--- config.mk ---
export PLATFORM = sky130hd
export DESIGN_NAME = sptm_regs
export DESIGN_NICKNAME = d
export VERILOG_FILES = /design/src/sptm_pkg.sv /design/src/sptm_regs.sv
export VERILOG_INCLUDE_DIRS = /design/src
export SDC_FILE = /design/constraint.sdc
export NUM_CORES = 1
export LEC_CHECK = 0
export ABC_CLOCK_PERIOD_IN_PS = 1830
export BUFFER_PORTS_ARGS = -buffer_cell sky130_fd_sc_hd__buf_2
export CORE_ASPECT_RATIO = 0.7
export CORE_MARGIN = 3
export CORE_UTILIZATION = 30
export CTS_CLUSTER_DIAMETER = 40
export DETAILED_ROUTE_END_ITERATION = 7
export GPL_TIMING_DRIVEN = 0
export PLACE_DENSITY_LB_ADDON = 0.12
export SKIP_LAST_GASP = 1
export SLEW_MARGIN = 20
export SYNTH_ARGS = -nofsm -noshare
export SYNTH_HDL_FRONTEND = slang
export SYNTH_SLANG_ARGS = --single-unit
--- constraint.sdc ---
create_clock -name sys_clk -period 1.83 [get_ports sys_clk]
set_input_delay 0.0915 -clock sys_clk [delete_from_list [all_inputs] [get_ports sys_clk]]
set_output_delay 0.0915 -clock sys_clk [all_outputs]
set_load 0.005 [all_outputs]
--- src/sptm_consts.svh ---
// offsets, field positions, reset values for the set point and training mode registers
`ifndef SPTM_CONSTS_SVH
`define SPTM_CONSTS_SVH
`define SPTM_ADDR_TRAIN_CTRL   6'h0d
`define SPTM_ADDR_DATA_REF     6'h0e
`define SPTM_ADDR_CAL_INVERT   6'h0f
`define SPTM_BIT_CBT           0
`define SPTM_BIT_RPT           1
`define SPTM_BIT_VRO           2
`define SPTM_BIT_FAST          3
`define SPTM_BIT_RRO           4
`define SPTM_BIT_DMD           5
`define SPTM_BIT_WRITE_SET_POINT_SELECT        6
`define SPTM_BIT_OPERATING_SET_POINT_SELECT        7
`define SPTM_BIT_RANGE         6
`define SPTM_REF_MAX           6'h32
`define SPTM_TRAIN_RESET       8'h10
`define SPTM_DREF_RESET        8'h4d
`define SPTM_INVERT_RESET      8'h55
`define SPTM_RATE_SUBST        3'h3
`define SPTM_RATE_LOW_A        3'h1
`define SPTM_RATE_LOW_B        3'h2
`endif

--- src/sptm_pkg.sv ---
// types for the set point and training mode registers
package sptm_pkg;
  typedef enum logic [1:0] {
    SPTM_CMD_NONE = 2'b00,
    SPTM_CMD_MRW  = 2'b01,
    SPTM_CMD_MRR  = 2'b10
  } sptm_cmd_t;
  typedef logic [7:0] sptm_byte_t;
endpackage

--- src/sptm_regs.sv ---
// set point and training mode register bank of one DRAM channel
`timescale 1ns/1ps
`include "sptm_consts.svh"

module sptm_regs
  import sptm_pkg::*;
(
  input  wire logic       sys_clk,
  input  wire logic       reset_n,
  input  wire sptm_cmd_t  cmd,
  input  wire logic [5:0] cmd_addr,
  input  wire logic [7:0] cmd_wdata,
  input  wire logic       cke,
  input  wire logic [5:0] ca_in,
  input  wire logic       feature_rro_valid,
  input  wire logic [2:0] raw_refresh_rate,
  input  wire logic       cal_readout,
  input  wire logic       cal_bit,
  input  wire logic       read_dbi_en,
  input  wire logic [7:0] ca_ref_level_op,
  output logic [7:0]      dq_out_r,
  output logic [7:0]      dq_oe_r,
  output logic            dmi_out_r,
  output logic            cmd_ignore_r,
  output logic            preamble_training_r,
  output logic            ref_out_en_r,
  output logic            ref_fast_settle_r,
  output logic            mask_disable_r,
  output logic            dbi_active_r,
  output logic [2:0]      refresh_rate_status_r,
  output logic            op_set_point_r,
  output logic [7:0]      data_ref_active_r,
  output logic            mrr_valid_r
);

  // ==========================================================================
  // storage
  // ==========================================================================
  logic [7:0] train_ctrl_r;
  logic [6:0] data_ref_r [2];
  logic [7:0] invert_r;

  logic wr_train;
  logic wr_dref;
  logic wr_inv;
  logic rd_dref;
  logic wr_sel;
  logic op_sel;
  logic cbt_mirror;

  assign wr_train = (cmd == SPTM_CMD_MRW) && (cmd_addr == `SPTM_ADDR_TRAIN_CTRL);
  assign wr_dref  = (cmd == SPTM_CMD_MRW) && (cmd_addr == `SPTM_ADDR_DATA_REF);
  assign wr_inv   = (cmd == SPTM_CMD_MRW) && (cmd_addr == `SPTM_ADDR_CAL_INVERT);
  assign rd_dref  = (cmd == SPTM_CMD_MRR) && (cmd_addr == `SPTM_ADDR_DATA_REF);
  assign wr_sel   = train_ctrl_r[`SPTM_BIT_WRITE_SET_POINT_SELECT];
  assign op_sel   = train_ctrl_r[`SPTM_BIT_OPERATING_SET_POINT_SELECT];
  assign cbt_mirror = train_ctrl_r[`SPTM_BIT_CBT] && !cke;

  // ==========================================================================
  // training control (write only, no read path)
  // ==========================================================================
  // writes are ignored while mirroring; the controller raises cke first to leave
  always_ff @(posedge sys_clk) begin
    if (!reset_n) begin
      train_ctrl_r <= `SPTM_TRAIN_RESET;
    end else if (wr_train && !cbt_mirror) begin
      train_ctrl_r <= cmd_wdata;
    end
  end

  // ==========================================================================
  // data reference, one copy per set point
  // ==========================================================================
  // reserved level codes are stored as written; keeping them out is the controller's job
  always_ff @(posedge sys_clk) begin
    if (!reset_n) begin
      data_ref_r[0] <= 7'(`SPTM_DREF_RESET);
      data_ref_r[1] <= 7'(`SPTM_DREF_RESET);
    end else if (wr_dref && !cbt_mirror) begin
      data_ref_r[wr_sel] <= cmd_wdata[6:0];
    end
  end

  // ==========================================================================
  // calibration invert mask
  // ==========================================================================
  always_ff @(posedge sys_clk) begin
    if (!reset_n) begin
      invert_r <= `SPTM_INVERT_RESET;
    end else if (wr_inv && !cbt_mirror) begin
      invert_r <= cmd_wdata;
    end
  end

  // ==========================================================================
  // mode outputs
  // ==========================================================================
  function automatic logic [2:0] rate_filter(input logic [2:0] raw, input logic opt,
                                             input logic valid);
    if (valid && !opt && (raw == `SPTM_RATE_LOW_A || raw == `SPTM_RATE_LOW_B))
      return `SPTM_RATE_SUBST;
    return raw;
  endfunction

  always_ff @(posedge sys_clk) begin
    if (!reset_n) begin
      cmd_ignore_r          <= 1'b0;
      preamble_training_r   <= 1'b0;
      ref_out_en_r          <= 1'b0;
      ref_fast_settle_r     <= 1'b0;
      mask_disable_r        <= 1'b0;
      op_set_point_r        <= 1'b0;
      refresh_rate_status_r <= 3'h0;
      data_ref_active_r     <= 8'h0;
      dbi_active_r          <= 1'b0;
    end else begin
      cmd_ignore_r          <= cbt_mirror;
      preamble_training_r   <= train_ctrl_r[`SPTM_BIT_RPT];
      ref_out_en_r          <= train_ctrl_r[`SPTM_BIT_VRO];
      ref_fast_settle_r     <= train_ctrl_r[`SPTM_BIT_FAST];
      mask_disable_r        <= train_ctrl_r[`SPTM_BIT_DMD];
      op_set_point_r        <= op_sel;
      refresh_rate_status_r <= rate_filter(raw_refresh_rate, train_ctrl_r[`SPTM_BIT_RRO],
                                           feature_rro_valid);
      data_ref_active_r     <= {1'b0, data_ref_r[op_sel]};
      dbi_active_r          <= read_dbi_en && !cal_readout;
    end
  end

  // ==========================================================================
  // DQ drive: mirror, reference output, calibration, register read
  // ==========================================================================
  always_ff @(posedge sys_clk) begin
    if (!reset_n) begin
      dq_out_r    <= 8'h0;
      dq_oe_r     <= 8'h0;
      dmi_out_r   <= 1'b0;
      mrr_valid_r <= 1'b0;
    end else begin
      mrr_valid_r <= 1'b0;
      dmi_out_r   <= 1'b0;
      if (cbt_mirror) begin
        dq_out_r <= {2'b00, ca_in};
        dq_oe_r  <= 8'h3f;
      end else if (train_ctrl_r[`SPTM_BIT_VRO]) begin
        // bit 0 of each level code stands for the analog voltage: CA level on DQ0, data level on DQ1
        dq_out_r <= {6'h0, data_ref_r[op_sel][0], ca_ref_level_op[0]};
        dq_oe_r  <= 8'h03;
      end else if (cal_readout) begin
        dq_out_r  <= {8{cal_bit}} ^ invert_r;
        dq_oe_r   <= 8'hff;
        dmi_out_r <= cal_bit;
      end else if (rd_dref) begin
        dq_out_r    <= {1'b0, data_ref_r[wr_sel]};
        dq_oe_r     <= 8'hff;
        mrr_valid_r <= 1'b1;
      end else begin
        dq_out_r <= 8'h0;
        dq_oe_r  <= 8'h0;
      end
    end
  end
endmodule // sptm_regs

# Word-level counts from Yosys, hierarchy flattened
# Memories as Yosys holds them, arrays and structs flattened. A register that Yosys moved wholly into a read port is not among the register bits.
# Cells that the tools add are included.
# word_totals
reg_bits	52
mem_bits_rw	14
in_bits	40
output_inout_bits	36
word_cells	73
memories	1
# mem_list
name	depth	width	read_ports	rd_ports_with_merged_regs	wr	line	rtl
data_ref_r	2	7	2	2	2	sptm_regs.sv:40	logic [6:0] data_ref_r [2];
# op_classes
eq_ne	7
muxes	24
bitwise_logic	3
n_reduce_logical	20
# op_table
operator	count
6-bit 2-to-1 mux	4
8-bit 2-to-1 mux	3
6-bit by 4-bit == test with 1-bit output, second input constant	3
7-bit 2-to-1 mux	2
1-bit 2-to-1 mux	13
1-bit logical AND	11
4-bit OR reduction	2
8-bit bitwise XOR	1
7-bit OR reduction	1
3-bit 2-to-1 mux	2
1-bit logical NOT	4
3-bit by 1-bit == test with 1-bit output, second input constant	1
3-bit by 2-bit == test with 1-bit output, second input constant	1
3-bit OR reduction	1
2-bit by 1-bit == test with 1-bit output, second input constant	1
2-bit == test, second input constant	1
1-bit inverter	2
1-bit logical OR	1

# Depth between registers and ports, before layout
# logic_depth
ltp_word	9
ltp_mapped	6
depth_no_buf	4

# Worst setup path after synthesis
# OpenSTA, ideal clock, no wires.
# synth_path
path_type	register to register
startpoint	reg train_ctrl_r[0]
endpoint	mem data_ref_r[0][0] (enable)
setup_ns	0.328
arrival_ns	1.230
t_required_ns	1.502
slack_ns	0.271
stages_incl_launch_ff	6
n_path_buf	1
synth_period_minus_slack_ns	1.559
path_cell_list	dfxtp_1 > nand2b_1 > buf_2 > and3_4 > and4b_4 > nand2b_1
# synth_rtl
element	line	rtl
start: declaration	sptm_regs.sv:39	logic [7:0] train_ctrl_r;
start signal: assignment	sptm_regs.sv:65	train_ctrl_r <= `SPTM_TRAIN_RESET;
start signal: assignment	sptm_regs.sv:67	train_ctrl_r <= cmd_wdata;
end: declaration	sptm_regs.sv:40	

==> metrics.cfg <==
[status]
status=complete, no violations

[hold_path]
min-delay-start=raw_refresh_rate[0]
whs_path_depth=3
whs_endpoint=refresh_rate_status_r[0]
hp-class=in2reg

[synth]
synthDistinctLibCells=35
ys_seq_area_frac=0.5694
ys_ff_latch=62
ys_warn_count=0
synth_enable_flop_cells=14
syn-num-nets=274
syn_area_um2=2426
avgSynthCellArea_um2=10.37
netlist_instances=234
synthFlopType=dfxtp_1
async_flop_share=0

[clock_tree]
cts_tree=done
clkSinkCount=62
clock_path_buffers=2
insertion_delay_ns=0.33
cts-buffers-inserted=9
clk_pin_slew_worst_paths_ns=0.05
cts_root_buf=clkbuf_16
cts.htree.levels=3

[power_and_ir_drop]
ir_drop_mv=0.3838
p_total_mw=3.181
power_density_nw_per_um2=982.3
leakagePower_nw=1.424

[timing]
skew_ns=0.007110
min_period_ns=1.632
period_share=0.8918
finalHoldViolCount=0
setup_viol=0
tightest_slew_ns=0.5689
maxSlewHeadroom=0.6207
drv_slew=0
rsz0062_at_grt=no
hold_slack_ns=0.01348
max_freq_mhz=612.7

[worst_setup_path]
r2r_end=data_ref_r[0][4]
reg2regPathDepth=5
critPathRequiredTime_ns=1.85
crit_path_end_kind=flop
crit_type=reg2reg
cp.arrival_ns=1.66
regToRegSetupSlack_ns=0.20
r2r-start=train_ctrl_r[0]
cp_max_fo=9
crit_path_start_kind=flop

[floorplan]
die_x_um=113.5
die_h_um=81.24
io_pins=76
rows=26
core_region_area_um2=7580
die-area_um2=9220
start_util=0.3201

[global_route]
grt_pass1_wl_um=9377
grt_max_degree=11
grt_usage=0.1379
grt_pass1_vias=1823
grt.overflow.total=0
antenna_found_initial=0

[flow_run]
cap_violations=0

[placed_design]
port_buffers=65
dp.final_hpwl_um=4362
gp_congestion=0.7726

[detailed_routing]
drt_pass1_iterations=4
drt_iter0_drc=56
wire_per_inst_um=14.09
vias=1841
drc=0
ant_nets=0
vias_per_cell=4.383
postRouteWirelength_um=5916

[cells_and_area]
nets=359
seqCellArea_um2=1381
drive_gt1_frac=0.3137
area_delta_synth_final_pct=33.47
multi_input_area_um2=934.6
num_antenna_cells=0
fill_cells=763

## registers in the layout, summed over array words and instances (netlist names), named ones only
name                   flops
train_ctrl_r               8
op_set_point_r             1
ref_out_en_r               1
dq_out_r                   8
data_ref_r                14
mrr_valid_r                1
dmi_out_r                  1
ref_fast_settle_r          1
mask_disable_r             1
dq_oe_r                    3
invert_r                   8
dbi_active_r               1
refresh_rate_status_r      3
data_ref_active_r          7
cmd_ignore_r               1
preamble_training_r        1
## logic make-up after synthesis
kind of cell / after synthesis / share of synthesized area
xor gates and xnor gates: 8 / 0.02888
other: 1 / 0.001546
and+or+nand+nor: 86 / 0.1903
DFF: 62 / 0.5694
buffers and inverters: 23 / 0.04848
AOI/OAI and AO/OA: 37 / 0.09128
muxes: 17 / 0.07014
## report_power, final
group          internal, mW  total [mW]  switching (mW)
clock                 0.968        1.52           0.550
combinational         0.103       0.214           0.111
sequential             1.44        1.45          0.0120
total                  2.51        3.18           0.673
## through the flow
stage               area (um2)  setup TNS [ns]  utilization  cells  setup slack, ns
floorplan                 2426               0            -    234           0.2712
global placement          2874         -0.4599       0.3792    397         -0.06616
detailed placement        2874         -0.3686       0.3792    397         -0.05285
CTS                       3233               0       0.4265    420           0.1022
global route              3238               0       0.4272    420          0.07218
finish                    3238               0       0.4272    420           0.1979
## cells in the final DEF, fill, tap and decap left out, types with 2 or more instances in the layout
| cell | synthesis | final |
|---|---|---|
| a21oi_1 | 5 | 5 |
| clkbuf_8 | 0 | 2 |
| nor2b_1 | 3 | 3 |
| inv_1 | 5 | 5 |
| nand2_1 | 24 | 24 |
| xor2_1 | 8 | 8 |
| and3_1 | 2 | 2 |
| clkbuf_16 | 0 | 9 |
| a31oi_1 | 2 | 2 |
| dfxtp_1 | 48 | 48 |
| nand2b_1 | 6 | 5 |
| edfxtp_1 | 14 | 14 |
| mux2i_1 | 17 | 17 |
| clkbuf_1 | 3 | 4 |
| or2_2 | 4 | 4 |
| a22o_1 | 6 | 6 |
| buf_1 | 2 | 2 |
| nand3_1 | 8 | 8 |
| buf_2 | 7 | 72 |
| and2_1 | 9 | 9 |
| o211ai_1 | 2 | 2 |
| nor2_1 | 20 | 20 |
| o21ai_0 | 20 | 20 |
| clkinv_2 | 0 | 2 |
| dlygate4sd3_1 | 0 | 9 |
| buf_4 | 6 | 6 |
## critical path, stage by stage (launching register included)
cell and delay [ns]:
dfxtp_1 0.30, nand2b_1 0.06, buf_2 0.19, and3_4 0.23, and4b_4 0.33, nand2b_4 0.22
## metal layers
layer  wire length, um  track usage
met1              2971       0.1821
met2              2427       0.2056
met3               426      0.04542
met4                89      0.06122
met5                 0            0
## how the worst max path moves through the flow
stage | from | to | slack [ns] | depth (start not counted)
final | train_ctrl_r[0] | data_ref_r[0][4] | 0.20 | 5
after global routing | train_ctrl_r[0] | data_ref_r[1][4] | 0.07 | 5
after CTS | train_ctrl_r[0] | data_ref_r[0][4] | 0.10 | 5
after detailed placement | cmd_addr[4] | data_ref_r[0][2] | -0.05 | 5
after global placement | train_ctrl_r[0] | data_ref_r[0][4] | -0.07 | 5
after floorplan | train_ctrl_r[0] | data_ref_r[0][0] | 0.27 | 5
## Yosys cell counts (3+ instances only)
cell type  count  area, um2
xor2_1         8      70.07
inv_1          5      18.77
buf_2          7      35.03
clkbuf_1       3      11.26
a22o_1         6      52.55
dfxtp_1       48      960.9
and2_1         9      56.30
nor2_1        20      75.07
edfxtp_1      14      420.4
o21ai_0       20      100.1
nor2b_1        3      18.77
nand2b_1       6      37.54
a21oi_1        5      25.02
or2_2          4      25.02
nand2_1       24      90.09
buf_4          6      45.04
mux2i_1       17      170.2
nand3_1        8      40.04
## what timing repair did
| item | in CTS | in global routing |
|---|---|---|
| setup buffers | 0 | 0 |
| hold buffers | 9 | 0 |
| resized for setup | 1 | 1 |
| endpoints found under the setup margin | 7 | 3 |
| hold endpoints to repair | 9 | 0 |
## layout make-up
class | instances | share of cell area
inverter | 5 | 0.005796
sequential | 62 | 0.4266
buffer | 18 | 0.03053
tap | 98 | 0.03787
multi-input combinational | 149 | 0.2886
timing repair buffer | 74 | 0.1283
clock buffer | 12 | 0.07921
clock inverter | 2 | 0.003091
Note: power is estimated with default switching activity, not from simulation.
